<file path="src/rbc_pkg.sv">
/*
  Package for the receive buffer credit and link controller control block.
  Holds register offsets, field positions, reset values and carrier structs.
  Assumes a 32-bit AHB-Lite register bus, one word per register.
*/
package rbc_pkg;

  // ****************************************
  // Sizes
  // ****************************************
  localparam int unsigned NUM_CH       = 8;
  localparam int unsigned CNT_W        = 16;
  localparam int unsigned THR_W        = 8;

  // ****************************************
  // Register byte offsets
  // ****************************************
  localparam logic [11:0] OFS_FILTER_THR   = 12'h000;
  localparam logic [11:0] OFS_FLOW_THR0    = 12'h020;
  localparam logic [11:0] OFS_FREE_BUF0    = 12'h040;
  localparam logic [11:0] OFS_CTRL         = 12'h060;
  localparam logic [11:0] OFS_STATUS       = 12'h064;

  // ****************************************
  // Control and status field positions
  // ****************************************
  localparam int unsigned CTRL_FLOW_EN_BIT   = 3;
  localparam int unsigned CTRL_IDLE_CMD_BIT  = 11;
  localparam int unsigned CTRL_OWN_BIT       = 13;
  localparam int unsigned CTRL_OFFLEN_BIT    = 14;
  localparam logic [31:0] CTRL_WR_MASK       = 32'h0000_6808;
  localparam int unsigned STAT_IDLE_BIT      = 31;

  // ****************************************
  // Reset values
  // ****************************************
  localparam logic [31:0] CTRL_RST           = 32'h0000_0000;
  localparam logic [CNT_W-1:0] FREE_RST      = 16'h0000;
  localparam logic [THR_W-1:0] THR_RST       = 8'h00;

  // Frame completion report from the receive path
  typedef struct packed
  {
    logic       valid;
    logic [2:0] chan;
    logic [7:0] bufs;
  } rbc_frame_t;

  // Per-channel decisions towards the receive path
  typedef struct packed
  {
    logic [7:0] filter_low;
    logic [7:0] flow_trig;
  } rbc_decide_t;

  // Descriptor write policy towards the receive DMA
  typedef struct packed
  {
    logic offlen_block;
    logic own_value;
    logic idle_cmd;
  } rbc_dma_ctl_t;

endpackage : rbc_pkg

</file>
<file path="src/rbc_credit_cnt.sv">
/*
  One channel's free buffer counter with write-to-increment.
  Assumes the write and the frame decrement are single-cycle pulses.
*/
`timescale 1ns/100ps
module rbc_credit_cnt #(
  parameter int unsigned CNT_W = 16
)(
  input  wire logic             i_clk,
  input  wire logic             i_rst_n,
  input  wire logic             i_inc,
  input  wire logic [CNT_W-1:0] i_inc_val,
  input  wire logic             i_dec,
  input  wire logic [7:0]       i_dec_val,
  output logic      [CNT_W-1:0] o_count
);

  logic [CNT_W-1:0] cnt_r;
  logic [CNT_W-1:0] cnt_nxt;

  // Both may hit one cycle: apply add and subtract together so no credit is lost
  always_comb
  begin
    cnt_nxt = cnt_r;
    if (i_inc)
      cnt_nxt = cnt_nxt + i_inc_val;
    if (i_dec)
      cnt_nxt = cnt_nxt - CNT_W'(i_dec_val);
  end

  // Counter register, wraps freely in modulo arithmetic
  always_ff @(posedge i_clk)
  begin
    if (!i_rst_n)
      cnt_r <= '0;
    else
      cnt_r <= cnt_nxt;
  end

  assign o_count = cnt_r;

endmodule : rbc_credit_cnt

</file>
<file path="src/rbc_idle_ctl.sv">
/*
  Idle sequencer: after an idle command, waits for the receive path to be
  quiet and then reports idle. Assumes i_busy comes from same-clock logic.
*/
`timescale 1ns/100ps
module rbc_idle_ctl (
  input  wire logic i_clk,
  input  wire logic i_rst_n,
  input  wire logic i_cmd,
  input  wire logic i_busy,
  output logic      o_idle
);

  typedef enum logic [1:0] {RBC_RUN = 2'b00, RBC_DRAIN = 2'b01, RBC_IDLE = 2'b11} rbc_idle_st_t;

  rbc_idle_st_t st_r;
  rbc_idle_st_t st_nxt;

  // Frames in flight finish first, so idle never cuts a frame short
  always_comb
  begin
    st_nxt = st_r;
    unique case (st_r)
      RBC_RUN:   if (i_cmd) st_nxt = RBC_DRAIN;
      RBC_DRAIN: if (!i_cmd) st_nxt = RBC_RUN; else if (!i_busy) st_nxt = RBC_IDLE;
      RBC_IDLE:  if (!i_cmd) st_nxt = RBC_RUN;
      default:   st_nxt = RBC_RUN;
    endcase
  end

  // State register
  always_ff @(posedge i_clk)
  begin
    if (!i_rst_n)
      st_r <= RBC_RUN;
    else
      st_r <= st_nxt;
  end

  assign o_idle = (st_r == RBC_IDLE);

endmodule : rbc_idle_ctl

</file>
<file path="src/rbc_top.sv">
/*
  Receive buffer credit accounting and upper link controller control bits,
  with an AHB-Lite register slave. Assumes one clock, synchronous reset and
  a receive path on the same clock that reports completed frames.
*/
// Local design decisions: the placing of the registers and the AHB-Lite interface to the registers.
`timescale 1ns/100ps
module rbc_top #(
  parameter int unsigned NUM_CH = rbc_pkg::NUM_CH,
  parameter int unsigned CNT_W  = rbc_pkg::CNT_W
)(
  input  wire logic                 I_CLK_SYS,
  input  wire logic                 I_RST_N,
  // AHB-Lite slave
  input  wire logic                 i_hsel,
  input  wire logic [11:0]          i_haddr,
  input  wire logic [1:0]           i_htrans,
  input  wire logic                 i_hwrite,
  input  wire logic [2:0]           i_hsize,
  input  wire logic [31:0]          i_hwdata,
  input  wire logic                 i_hready,
  output logic      [31:0]          o_hrdata,
  output logic                      o_hreadyout,
  output logic                      o_hresp,
  // Receive path
  input  wire rbc_pkg::rbc_frame_t  i_frame_done,
  input  wire logic                 i_rx_busy,
  input  wire logic                 i_full_duplex,
  output rbc_pkg::rbc_decide_t      o_decide,
  output rbc_pkg::rbc_dma_ctl_t     o_dma_ctl,
  output logic                      o_force_collision,
  output logic                      o_send_pause,
  output logic                      o_idle
);

  // ****************************************
  // Helper functions
  // ****************************************

  // Channel index of a per-channel register address
  function automatic logic [2:0] ch_of(input logic [11:0] a);
    ch_of = a[4:2];
  endfunction : ch_of

  // True when the address falls in the eight-word bank at base
  function automatic logic in_bank(input logic [11:0] a, input logic [11:0] base);
    in_bank = (a[11:5] == base[11:5]);
  endfunction : in_bank

  // Below-threshold test shared by filter and flow decisions
  function automatic logic below(input logic [CNT_W-1:0] cnt, input logic [7:0] thr);
    below = (cnt < CNT_W'(thr));
  endfunction : below

  // Word-aligned form of a bus address; byte lanes are never decoded
  function automatic logic [11:0] word_addr(input logic [11:0] a);
    word_addr = {a[11:2], 2'b00};
  endfunction : word_addr

  // ****************************************
  // Bus address phase capture
  // ****************************************
  logic        wr_pend_r;
  logic        wr_pend_nxt;
  logic        rd_pend_r;
  logic        rd_pend_nxt;
  logic [11:0] addr_r;
  logic [11:0] addr_nxt;

  // Capture a valid transfer; data follows in the next cycle
  always_comb
  begin
    wr_pend_nxt = 1'b0;
    rd_pend_nxt = 1'b0;
    addr_nxt    = addr_r;
    if (i_hsel && i_hready && i_htrans[1])
    begin
      wr_pend_nxt = i_hwrite;
      rd_pend_nxt = !i_hwrite;
      addr_nxt    = word_addr(i_haddr);
    end
  end

  // Address phase registers
  always_ff @(posedge I_CLK_SYS)
  begin
    if (!I_RST_N)
    begin
      wr_pend_r <= 1'b0;
      rd_pend_r <= 1'b0;
      addr_r    <= 12'h000;
    end
    else
    begin
      wr_pend_r <= wr_pend_nxt;
      rd_pend_r <= rd_pend_nxt;
      addr_r    <= addr_nxt;
    end
  end

  // Zero wait states, always OKAY; hsize ignored since only words are used
  assign o_hreadyout = 1'b1;
  assign o_hresp     = 1'b0;

  // ****************************************
  // Write decode
  // ****************************************
  logic wr_ctrl;
  logic wr_filt;
  logic wr_flow;
  logic wr_free;

  // Data-phase write strobes, decoded once so that the configuration
  // registers and the counters always agree on the target word.
  // Unmapped words decode to no strobe, so such writes are dropped
  assign wr_ctrl = wr_pend_r && (addr_r == rbc_pkg::OFS_CTRL);
  assign wr_filt = wr_pend_r && (addr_r == rbc_pkg::OFS_FILTER_THR);
  assign wr_flow = wr_pend_r && in_bank(addr_r, rbc_pkg::OFS_FLOW_THR0);
  assign wr_free = wr_pend_r && in_bank(addr_r, rbc_pkg::OFS_FREE_BUF0);

  // ****************************************
  // Control, thresholds
  // ****************************************
  logic [31:0]       ctrl_r;
  logic [31:0]       ctrl_nxt;
  logic [7:0]        filt_thr_r;
  logic [7:0]        filt_thr_nxt;
  logic [7:0]        flow_thr_r   [NUM_CH];
  logic [7:0]        flow_thr_nxt [NUM_CH];

  // Register writes land in the data phase
  always_comb
  begin
    ctrl_nxt     = ctrl_r;
    filt_thr_nxt = filt_thr_r;
    flow_thr_nxt = flow_thr_r;
    if (wr_ctrl)
      ctrl_nxt = i_hwdata & rbc_pkg::CTRL_WR_MASK;
    if (wr_filt)
      filt_thr_nxt = i_hwdata[7:0];
    if (wr_flow)
      flow_thr_nxt[ch_of(addr_r)] = i_hwdata[7:0];
  end

  // Configuration registers
  always_ff @(posedge I_CLK_SYS)
  begin
    if (!I_RST_N)
    begin
      ctrl_r     <= rbc_pkg::CTRL_RST;
      filt_thr_r <= rbc_pkg::THR_RST;
      for (int i = 0; i < NUM_CH; i++)
        flow_thr_r[i] <= rbc_pkg::THR_RST;
    end
    else
    begin
      ctrl_r     <= ctrl_nxt;
      filt_thr_r <= filt_thr_nxt;
      flow_thr_r <= flow_thr_nxt;
    end
  end

  // ****************************************
  // Free buffer counters
  // ****************************************
  logic [CNT_W-1:0] free_cnt [NUM_CH];

  // Write adds credit, frame completion removes it; a write and a frame
  // on the same channel in one cycle are both applied, so no credit is
  // lost and software never has to avoid a busy receive path
  for (genvar g = 0; g < NUM_CH; g++)
  begin : g_cnt
    rbc_credit_cnt #(
      .CNT_W     (CNT_W)
    ) u_cnt (
      .i_clk     (I_CLK_SYS),
      .i_rst_n   (I_RST_N),
      .i_inc     (wr_free && (ch_of(addr_r) == 3'(g))),
      .i_inc_val (i_hwdata[CNT_W-1:0]),
      .i_dec     (i_frame_done.valid && (i_frame_done.chan == 3'(g))),
      .i_dec_val (i_frame_done.bufs),
      .o_count   (free_cnt[g])
    );
  end

  // ****************************************
  // Decisions
  // ****************************************
  logic [7:0] filt_r;
  logic [7:0] filt_nxt;
  logic [7:0] flow_r;
  logic [7:0] flow_nxt;

  // Threshold zero never triggers since counts are never below zero.
  // Limitation: decisions trail the count by one cycle, traded for a
  // register between the counter compare and the receive path
  always_comb
  begin
    for (int i = 0; i < NUM_CH; i++)
    begin
      filt_nxt[i] = below(free_cnt[i], filt_thr_r);
      flow_nxt[i] = ctrl_r[rbc_pkg::CTRL_FLOW_EN_BIT]
                    && below(free_cnt[i], flow_thr_r[i]);
    end
  end

  // Registered decisions give clean data outputs
  always_ff @(posedge I_CLK_SYS)
  begin
    if (!I_RST_N)
    begin
      filt_r <= 8'h00;
      flow_r <= 8'h00;
    end
    else
    begin
      filt_r <= filt_nxt;
      flow_r <= flow_nxt;
    end
  end

  // Decisions out; duplex mode picks how a flow trigger reaches the link
  assign o_decide.filter_low = filt_r;
  assign o_decide.flow_trig  = flow_r;
  assign o_force_collision   = (|flow_r) && !i_full_duplex;
  assign o_send_pause        = (|flow_r) && i_full_duplex;

  // ****************************************
  // DMA policy and idle
  // ****************************************
  // Control bits drive the receive DMA policy directly
  assign o_dma_ctl.offlen_block = ctrl_r[rbc_pkg::CTRL_OFFLEN_BIT];
  assign o_dma_ctl.own_value    = ctrl_r[rbc_pkg::CTRL_OWN_BIT];
  assign o_dma_ctl.idle_cmd     = ctrl_r[rbc_pkg::CTRL_IDLE_CMD_BIT];

  // Idle reached only once the receive path has drained
  rbc_idle_ctl u_idle (
    .i_clk   (I_CLK_SYS),
    .i_rst_n (I_RST_N),
    .i_cmd   (ctrl_r[rbc_pkg::CTRL_IDLE_CMD_BIT]),
    .i_busy  (i_rx_busy),
    .o_idle  (o_idle)
  );

  // ****************************************
  // Read data
  // ****************************************
  logic [31:0] rdata_r;
  logic [31:0] rdata_nxt;
  logic [11:0] rd_addr;

  // Read word taken straight from the address phase
  assign rd_addr = word_addr(i_haddr);

  // Read mux, unmapped words read zero. A read right after a write to the
  // same word returns the old value, as the write lands at its data phase end
  always_comb
  begin
    rdata_nxt = 32'h0000_0000;
    if (rd_pend_nxt)
    begin
      if (rd_addr == rbc_pkg::OFS_CTRL)
        rdata_nxt = ctrl_r;
      else if (rd_addr == rbc_pkg::OFS_STATUS)
        rdata_nxt[rbc_pkg::STAT_IDLE_BIT] = o_idle;
      else if (rd_addr == rbc_pkg::OFS_FILTER_THR)
        rdata_nxt[7:0] = filt_thr_r;
      else if (in_bank(i_haddr, rbc_pkg::OFS_FLOW_THR0))
        rdata_nxt[7:0] = flow_thr_r[ch_of(i_haddr)];
      else if (in_bank(i_haddr, rbc_pkg::OFS_FREE_BUF0))
        rdata_nxt[CNT_W-1:0] = free_cnt[ch_of(i_haddr)];
    end
  end

  // Read data registered in the address phase, valid in the data phase;
  // zero outside a read data phase, so stale words never linger on the bus
  always_ff @(posedge I_CLK_SYS)
  begin
    if (!I_RST_N)
      rdata_r <= 32'h0000_0000;
    else
      rdata_r <= rdata_nxt;
  end

  assign o_hrdata = rdata_r;

endmodule : rbc_top

</file>
<file path="config.mk">
export PLATFORM = sky130hd
export DESIGN_NAME = rbc_top
export DESIGN_NICKNAME = d
export VERILOG_FILES = /design/src/rbc_pkg.sv /design/src/rbc_credit_cnt.sv /design/src/rbc_idle_ctl.sv /design/src/rbc_top.sv
export SDC_FILE = /design/constraint.sdc
export NUM_CORES = 1
export LEC_CHECK = 0
export BUFFER_PORTS_ARGS = -buffer_cell sky130_fd_sc_hd__buf_2
export CAP_MARGIN = 20
export CORE_MARGIN = 1
export CORE_UTILIZATION = 64
export CTS_BUF_LIST = sky130_fd_sc_hd__clkbuf_16
export DETAILED_ROUTE_END_ITERATION = 12
export PLACE_DENSITY_LB_ADDON = 0.12
export SLEW_MARGIN = 20
export SYNTH_ARGS = -nofsm -noshare
export SYNTH_HDL_FRONTEND = slang
export SYNTH_SLANG_ARGS = --single-unit
</file>
<file path="constraint.sdc">
create_clock -name I_CLK_SYS -period 6 [get_ports I_CLK_SYS]
set_input_delay 0.3 -clock I_CLK_SYS [delete_from_list [all_inputs] [get_ports I_CLK_SYS]]
set_output_delay 0.3 -clock I_CLK_SYS [all_outputs]
set_load 0.01 [all_outputs]
</file>
Word-level counts from Yosys, hierarchy flattened
Index checks and enable logic that the tools add are counted.
{ "classes": {"n_eq_ne": 26, "addsub": 16, "n_mux": 38, "reduce_logical": 47, "n_bitwise": 5, "n_lt_le_gt_ge": 19} }
{ "ops": {"columns": ["op", "count"], "rows": [
  ["16-bit 2-to-1 mux", 18],
  ["16-bit by 8-bit < comparator with 1-bit output", 16],
  ["16-bit adder", 8],
  ["16-bit by 8-bit subtractor with 16-bit output", 8],
  ["64-bit bitwise mux", 1],
  ["16-bit binary-select mux with 3-bit select", 1],
  ["15-bit 2-to-1 mux", 3],
  ["8-bit 2-to-1 mux", 5],
  ["1-bit logical AND", 33],
  ["10-bit by 5-bit == test with 1-bit output (second input constant)", 3],
  ["8-bit binary-select mux with 3-bit select", 1],
  ["8-bit demux with 3-bit select", 1],
  ["3-bit == test (second input constant)", 8],
  ["12-bit logical NOT", 2],
  ["7-bit by 1-bit == test with 1-bit output (second input constant)", 2],
  ["7-bit by 2-bit == test with 1-bit output (second input constant)", 2],
  ["7-bit 2-to-1 mux", 2],
  ["3-bit by 2-bit == test with 1-bit output (second input constant)", 4],
  ["4-bit >= comparator (second input constant)", 2],
  ["2-bit 2-to-1 mux", 4],
  ["3-bit inverter with 4-bit output", 2],
  ["8-bit OR reduction", 1],
  ["3-bit by 1-bit == test with 1-bit output (second input constant)", 2],
  ["3-bit logical NOT", 2],
  ["14 further kinds", 20]
]} }
{ "totals": {"output_inout_bits": 56, "reg_bits": 250} }

Depth between registers and ports, before layout
Gate-level depths: netlist of run 1.
{ "logic_depth": {"ltp_word": 9, "ltp_mapped": 18} }

By module
Synthesis of run 1 repeated with hierarchy kept, for this count alone.
{ "hier_totals": {"hier_cells": 2960, "hier_area_um2": 24807.5} }
{ "modules_own_cells": {"columns": ["module", "seq_area_each_um2", "area_per_inst_um2", "cells_per_inst", "n_inst"], "rows": [
  ["rbc_credit_cnt (g_cnt[0].u_cnt ...)", 320.3, 1986.9, 250, 6],
  ["rbc_top", 2402.3, 8914.8, 975, 1],
  ["rbc_credit_cnt (g_cnt[3].u_cnt)", 320.3, 1951.9, 243, 1],
  ["rbc_credit_cnt (g_cnt[2].u_cnt)", 320.3, 1943.1, 234, 1],
  ["rbc_idle_ctl", 40.0, 76.3, 8, 1]
]} }

Worst setup path before layout of run 1
OpenSTA, ideal clock, no wires.
{ "synth_path": {"path_kind": "reg2reg", "from": "register addr_r[2]", "to": "register g_cnt[6].u_cnt.cnt_r[15]", "t_arrival_ns": 4.150, "required_time_ns": 5.928, "setup_time_ns": 0.072, "stages_incl_launch_ff": 18, "setup_slack_ns": 1.779, "path_cell_list": "dfxtp_1 -> clkbuf_1 -> nor4bb_1 -> nand4_1 -> clkbuf_1 -> clkbuf_1 -> mux2i_1 -> inv_1 -> ha_1 -> nor2b_1 -> o21a_1 -> o21ai_0 -> a21oi_1 -> o311ai_0 -> nand3_1 -> or4b_1 -> or3_1 -> mux2i_1"} }
{ "synth_between": {"elab_chain_len": 5} }
{ "synth_lines": {"columns": ["item", "line_no", "rtl"], "rows": [
  ["start: declaration", "rbc_top.sv:67", "logic [11:0] addr_r;"],
  ["start signal: assignment", "rbc_top.sv:97", "addr_r <= addr_nxt;"],
  ["3-bit == test (*)", "rbc_top.sv:178", ".i_inc (wr_free && (ch_of(addr_r) == 3'(g))),"],
  ["1-bit logical AND (*)", "rbc_top.sv:178", null],
  ["16-bit 2-to-1 mux (*)", "rbc_credit_cnt.sv:25", "if (i_inc)"],
  ["16-bit by 8-bit subtractor with 16-bit output", "rbc_credit_cnt.sv:28", "cnt_nxt = cnt_nxt - CNT_W'(i_dec_val);"],
  ["16-bit 2-to-1 mux (*)", "rbc_credit_cnt.sv:27", "if (i_dec)"],
  ["end signal: assignment", "rbc_credit_cnt.sv:37", "cnt_r <= cnt_nxt;"],
  ["end: declaration", "rbc_credit_cnt.sv:18", "logic [CNT_W-1:0] cnt_r;"]
]} }
Mark *: on every way between the ends. The rest lies on a longest branch, timed or not.
A chain may end at the register's enable or synchronous reset.

Final worst setup path of run 1
{ "layout_path": {"from": "register addr_r[6]", "to": "register g_cnt[6].u_cnt.cnt_r[15]"} }
{ "layout_between": {"elab_chain_len": 6} }
{ "layout_lines": {"columns": ["item", "line_no", "rtl"], "rows": [
  ["7-bit by 2-bit == test with 1-bit output (*)", "rbc_top.sv:47", "in_bank = (a[11:5] == base[11:5]);"],
  ["1-bit logical AND (*)", "rbc_top.sv:119", "assign wr_free = wr_pend_r && in_bank(addr_r, rbc_pkg::OFS_FREE_BUF0);"],
  ["1-bit logical AND (*)", "rbc_top.sv:178", null],
  ["16-bit 2-to-1 mux (*)", "rbc_credit_cnt.sv:25", null],
  ["16-bit by 8-bit subtractor with 16-bit output", "rbc_credit_cnt.sv:28", null],
  ["16-bit 2-to-1 mux (*)", "rbc_credit_cnt.sv:27", null]
]} }
Marked as above.

==> run metrics, run 1 <==
status=finished clean; hold slack=0.0121 ns; post-synthesis mux area share=0.0779; row cnt=69; Gate power share=0.215; Die Area=0.0369 sq mm; clock power share=0.405; Synth area leader=dfxtp_1; Final Slew Violations=0; Area after DPL=0.0239 sq mm; Leak=10.6 nW; Fmax=214 MHz; Fin. Hold Viols=0; P_sw=1.48 mW; total of max-cap violations=0; GR peak layer=met2; Worst-Margin Slew=1.03 ns; largest net degree at the start of global routing=87; xor/xnor share of the synthesized area=0.0466; reg2reg path depth=15; Worst-Skew Late Latency=0.61 ns; Initial Util=0.650; Synth area leaders=dfxtp_1, ha_1, nand2_1; H-tree depth=1; Post-synth EDFFs=0; crit-path max FO=25; initial antenna violation count=2; Worst VDD drop=0.262 mV; grt ovf=0; final instance area=0.0249 sq mm; Worst Hold Depth=3; Cell Pwr Density=187 mW/mm^2; P_int=3.18 mW; Max-slew headroom=0.309; drt initial violations=1,857; DIE HEIGHT=192 um; final layout net count=3,342; number of global-route vias before repair=21,600; Syn Std Cell Area=0.0231 sq mm; ys async rst share=0; Worst Hold Class=primary input to flop; PortBufs=84; DRT antenna net count=0; Sw Share=0.318; Layout Skew=0.0297 ns; Synth Area in Adders=0.174; DR vias=22,600; met2 usage=0.671; Critical R2R Launch=addr_r[6]; post-synthesis compound-gate area fraction=0.216; CTS root buffer=clkbuf_16; Ports=124; All-Layer GR Usage=0.404; top_reg_cell synth=dfxtp_1; Syn Inst Count=2,912; met1 Use GR=0.490; Die X=192 um; CP Class=flop to flop; hold-critical path endpoint=addr_r[8]; WL/cell=21.8 um; worst-case clock buffer depth=3; type of origin of the critical path=flop; Yosys warning total=0; First-pass DRT Iterations=6; first-pass GRT wire length=115 mm; Worst setup EP type=flop; RSZ-0062 raised after global routing=false; Required @ worst endpoint=6.51 ns; crit share post-route=0.778; WP data arrival=5.18 ns; R2R setup slack=1.33 ns; share of the synthesized area in the top cell type=0.216; Final min period=4.67 ns; Num CTS Buffers=30; TNS Setup=0 ns; TritonCTS clock tree=yes; post-DP HPWL=56.9 mm; Core ar.=0.0356 sq mm; Finished Core Util=0.701; CTS clk-pin slew, worst paths=0.07 ns; Post-route DRC=0; simple-gate share of the synthesized area=0.228; Vias per Instance=6.57; placer congestion estimate=1.00; Layout area overhead=7.89%; library cells used by synthesis=82; final WL=75.1 mm; largest family of logic cells by synthesized area=simple AND/OR/NAND/NOR gates; R2R Path End=g_cnt[6].u_cnt.o_count[15]; clk sinks=250; Yosys reg bits=250; register area share after synthesis=0.216; Power Total=4.66 mW; endpoints failing setup=0; Avg Cell Area, Syn=7.94 sq um; min-delay src=i_haddr[8]; layout cells sized above 1=0.0844; sequential power share=0.380; GR Layer Usage met3=0.0767
cell usage in the layout, fill, tap and decap left out, types with 20 or more instances in the layout:
cell type,n
a2111oi_0,22
clkbuf_16,30
inv_1,133
nand3_1,47
dfxtp_1,250
ha_1,296
a21oi_1,240
and3_1,31
a211oi_1,52
nand2_1,423
mux4_2,48
buf_2,83
nor2_1,211
a21o_1,81
or3_1,23
mux2i_1,55
o21a_1,51
o31ai_1,27
nor3_1,82
o21ai_0,163
xor2_1,45
nor3b_1,20
xnor2_1,78
nor4_1,26
nor2b_1,57
nand2b_1,61
power groups by stage:
| stage | combinational, mW | sequential (mW) | clock (mW) |
|---|---|---|---|
| 2_1_floorplan | 0.721 | 1.78 | 0 |
| 3_3_place_gp | 0.929 | 1.80 | 0 |
| 3_5_place_dp | 0.968 | 1.80 | 0 |
| 4_1_cts | 0.980 | 1.77 | 1.89 |
| 5_1_grt | 1.10 | 1.77 | 1.95 |
| 6_report | 1.00 | 1.77 | 1.89 |
sequential cells by signal (all words and copies together), names as in the netlist:
signal,cells
ctrl_r,4
g_cnt.u_cnt.o_count,128
addr_r,10
flow_thr_r,64
filt_r,8
o_hrdata,17
wr_pend_r,1
flow_r,8
filt_thr_r,8
u_idle.st_r,2
synth_stat cells (57+ instances only):
library cell,instances
nand2_1,423
clkbuf_1,75
dfxtp_1,250
xnor2_1,78
inv_1,126
a21o_1,81
nor2_1,211
nor2b_1,57
nand2b_1,61
o21ai_0,163
a21oi_1,240
nor3_1,84
ha_1,296
how the worst max path moves through the flow:
| stage | startpoint | endpoint | depth (start not counted) |
|---|---|---|---|
| 2_1_floorplan | addr_r[2] | g_cnt[6].u_cnt.o_count[15] | 17 |
| 3_3_place_gp | i_hwdata[1] | g_cnt[6].u_cnt.o_count[14] | 15 |
| 3_5_place_dp | i_hwdata[1] | g_cnt[6].u_cnt.o_count[14] | 15 |
| 4_1_cts | addr_r[11] | g_cnt[7].u_cnt.o_count[15] | 16 |
| 5_1_grt | addr_r[11] | g_cnt[7].u_cnt.o_count[15] | 16 |
| 6_report | addr_r[6] | g_cnt[6].u_cnt.o_count[15] | 15 |
worst max-delay path, cell delays in order (launching register included):
cell      delay (ns)
dfxtp_1         0.51
nor4bb_1        0.36
nand4_1         0.18
buf_4           0.27
mux2i_1         0.27
inv_1           0.10
ha_1            0.27
nor2b_1         0.13
o21a_1          0.17
o21ai_0         0.28
a21oi_1         0.18
o311ai_0        0.47
nand3_1         0.27
or4b_1          0.60
or3_1           0.37
mux2i_1         0.14
cells by family (layout without fill, tap and decap cells):
kind of cell / count (synthesis) / in the layout
AOI/OAI and AO/OA: 783 / 783
xor gates and xnor gates: 123 / 123
adders and majority gates: 312 / 312
buffers and inverters: 235 / 294
DFF: 250 / 250
muxes: 118 / 118
other: 2 / 19
and+or+nand+nor: 1089 / 1089
per-layer routing:
| metal | up-vias | wire length, um |
|---|---|---|
| li1 | 10700 | - |
| met5 | - | 0 |
| met2 | 1025 | 34400 |
| met4 | 0 | 4470 |
| met3 | 235 | 7670 |
| met1 | 10700 | 28500 |
area by class of cell:
type                    instances  area [sq um]
diodes                          2          5.00
multi-input cells            2442         17200
flip-flops and latches        250          5000
clock inverters                26           234
well taps                     461           577
fillers                      2932         10600
clock buffers                  30           751
inverters                     126           478
repair buffers                112           669
timing repair:
action / in CTS / in global routing
hold endpoints to repair: 8 / 0
hold buffers: 8 / 0
setup buffers: 0 / 0
gates resized for setup: 0 / 0
per-stage QoR:
stage	worst slack, ns	cells
global route	0.924	3449
global placement	1.24	3383
detailed placement	1.25	3383
finish	1.33	3449
CTS	1.41	3447
floorplan	1.78	2927
No activity file was read; power rests on OpenSTA's default activity.
==> inputs of run 2 (changes only) <==
--- a/config.mk
+++ b/config.mk
@@ -8,7 +8,7 @@
 export BUFFER_PORTS_ARGS = -buffer_cell sky130_fd_sc_hd__buf_2
 export CAP_MARGIN = 20
 export CORE_MARGIN = 1
-export CORE_UTILIZATION = 64
+export CORE_UTILIZATION = 57
 export CTS_BUF_LIST = sky130_fd_sc_hd__clkbuf_16
 export DETAILED_ROUTE_END_ITERATION = 12
 export PLACE_DENSITY_LB_ADDON = 0.12
==> constraint.sdc (replaced) <==
create_clock -name I_CLK_SYS -period 3.8 [get_ports I_CLK_SYS]
set_input_delay 0.19 -clock I_CLK_SYS [delete_from_list [all_inputs] [get_ports I_CLK_SYS]]
set_output_delay 0.19 -clock I_CLK_SYS [all_outputs]
set_load 0.01 [all_outputs]
==> run 2 against run 1 <==
Compared with the run above: the run now ends with setup timing left; first-iteration DRC count is 14% higher; setup slack lost 1.5 ns; count of clock-buffer cells in the layout increased by 5; largest cell class unchanged.
==> run metrics, run 2 (same netlist as run 1, synthesis figures left out) <==
Setup WS pre-CTS=-0.327 ns (-1.58 ns); Largest stage delay, worst path=0.57 ns (-0.03 ns); row cnt=73 (+5.8%); Fin. Hold Viols=0 (unchanged); min-delay src=i_hwdata[3]; status=finished with violations; Worst setup EP type=flop; R2R setup slack=-0.13 ns (-1.46 ns); number of global-route vias before repair=22,900 (+6.3%); CTS root buffer=clkbuf_16; number of flip-flops under the largest register name=128 (unchanged); Sequential cell area=0.00501 sq mm (about the same); Worst VDD drop=0.283 mV (+8.0%); failing checks=setup timing; Final WS setup=-0.126 ns (-1.46 ns); DIE HEIGHT=203 um (+5.9%); crit-path max FO=4 (-84%); Num CTS Buffers=34 (+13%); Die X=203 um (+5.9%); WP data arrival=4.36 ns (-0.82 ns); CP Class=flop to flop; TritonCTS clock tree=yes; endpoints failing setup=4 (+4); hold-critical path endpoint=flow_thr_r[19]; Final Slew Violations=0 (unchanged); CP cell instances=or4_4 -> buf_12 -> nor4_4 -> buf_4 -> mux2i_2 -> inv_1 -> ha_1 -> nor2b_1 -> o21ai_1 -> a21boi_1 -> o21a_1 -> o21ai_2 -> a21oi_2 -> nor3_4 -> a211oi_1 -> or4_1; Layout fillers=3,322 (+13%); Top Family by Delay on Critical Path=simple AND/OR/NAND/NOR gates; final layout net count=3,544 (+6.0%); grt ovf=0 (unchanged); R2R Path End=g_cnt[5].u_cnt.o_count[15]; Layout area overhead=17.8%; Finished Layout Cells=3,714 (+7.7%); Initial Util=0.581 (-0.0694); First-pass DRT Iterations=6 (unchanged); Inst Count DP=3,596 (+6.3%); Leak=11.7 nW (+10%); Required @ worst endpoint=4.23 ns (-2.28 ns); Cell Pwr Density=291 mW/mm^2 (+55%); PortBufs=84 (unchanged); final WL=80.8 mm (+7.6%); initial antenna violation count=2 (unchanged); DR vias=23,600 (+4.0%); Worst path slowest cell=or4_4; largest net degree at the start of global routing=129 (+48%); most frequent cells in the layout=nand2_1, ha_1, dfxtp_1, a21oi_1, nor2_1; first-pass GRT wire length=122 mm (+6.3%); Final min period=3.93 ns (-0.740 ns); Worst Hold Class=primary input to flop; layout cells sized above 1=0.178 (+0.0938); Critical R2R Launch=addr_r[7]; worst-case clock buffer depth=3 (unchanged); commonest non-fill, non-tap cell in the layout=nand2_1; Layout Skew=0.0294 ns (-0.000230 ns); Finished Core Util=0.684 (-0.0172); CTS clk-pin slew, worst paths=0.06 ns (about the same); RSZ-0062 raised after global routing=true; reg2reg path depth=16 (+1); Post-route DRC=0 (unchanged); placer congestion estimate=0.983 (-1.7%); TNS Setup=-0.190 ns (-0.190 ns); type of origin of the critical path=flop; Die Area=0.0414 sq mm (+12%); crit share post-route=1.03 (+0.256); post-DP HPWL=61.5 mm (+8.0%); Worst-Margin Slew=0.934 ns (-0.0941 ns); Ports=124 (unchanged); multi-input logic area=0.0178 sq mm (+3.2%); Buf/Inv on CP=3 (+1); All-Layer GR Usage=0.381 (-0.0227); Worst-Skew Late Latency=0.58 ns (-0.03 ns); Power Total=7.91 mW (+70%); DRT antenna net count=0 (unchanged); Worst Hold Depth=4 (+1); drt initial violations=2,115 (+14%); Max-slew headroom=0.374 (+0.0646); H-tree depth=2 (+1); WL/cell=21.7 um (about the same); Core ar.=0.0398 sq mm (+12%); Fmax=255 MHz (+19%); Vias per Instance=6.34 (-3.4%); total of max-cap violations=0 (unchanged); clk sinks=250 (unchanged)
==> run 2: changes by cell type in the layout (fill, tap and decap cells not counted), sizes merged <==
cell,delta
clkinv,-5
dlygate4sd3,+1
diode,-1
clkinvlp,+1
buf,+197
inv,+3
clkbuf,+5
==> run 2: per-stage QoR <==
| stage | instance area [sq um] | hold WS (ns) |
|---|---|---|
| after floorplan | 23300 | 0.282 |
| after detailed placement | 25200 | 0.377 |
| after global placement | 25200 | 0.371 |
| after CTS | 26600 | 0.0864 |
| after global routing | 27200 | 0.121 |
| final | 27200 | 0.110 |
==> run 2: worst min-delay path: stages <==
cell and delay (ns):
buf_2 0.16, buf_4 0.18, nand2_1 0.06, a21oi_1 0.05
==> run 2: repair_timing <==
item | in CTS | in global routing
hold buffers | 9 | 0
setup endpoints to repair | 24 | 55
endpoints found under the hold margin | 9 | 0
resized for setup | 36 | 142
setup buffers | 16 | 33
pin swaps | 22 | 65
==> run 2: report_power, final <==
part / internal (mW) / leakage, nW / switching (mW) / total [mW]
Clock: 1.95 / 0.576 / 1.37 / 3.33
Sequential: 2.69 / 2.02 / 0.101 / 2.79
Combinational: 0.754 / 9.14 / 1.04 / 1.80
Total: 5.40 / 11.7 / 2.51 / 7.91
==> run 2: worst max path at each step <==
stage                 from                    endpoint  slack (ns)  depth (start not counted)
6_report         addr_r[7]  g_cnt[5].u_cnt.o_count[15]       -0.13                         16
5_1_grt          addr_r[7]  g_cnt[5].u_cnt.o_count[15]       -0.26                         16
4_1_cts          addr_r[9]  g_cnt[5].u_cnt.o_count[15]       -0.02                         16
3_5_place_dp   i_hwdata[0]  g_cnt[0].u_cnt.o_count[15]       -0.33                         18
3_3_place_gp   i_hwdata[0]  g_cnt[6].u_cnt.o_count[14]       -0.26                         17
2_1_floorplan    addr_r[2]  g_cnt[6].u_cnt.o_count[15]       -0.05                         17
==> run 2: routing by layer <==
layer  part of all wire  vias to the layer above  global-route usage
li1                   -                    11100                   -
met1               0.39                    11200               0.457
met2               0.47                      994               0.656
met3              0.082                      247              0.0674
met4              0.051                        0               0.185
met5                  0                        -                   0
==> run 2: cell type report <==
| cell class | instances | area share |
|---|---|---|
| clock buffers | 35 | 0.0321 |
| inverters | 126 | 0.0175 |
| flip-flops and latches | 250 | 0.184 |
| clock inverters | 25 | 0.00882 |
| diodes | 1 | 0.0000919 |
| well taps | 525 | 0.0241 |
| multi-input cells | 2442 | 0.652 |
| repair buffers | 310 | 0.0811 |
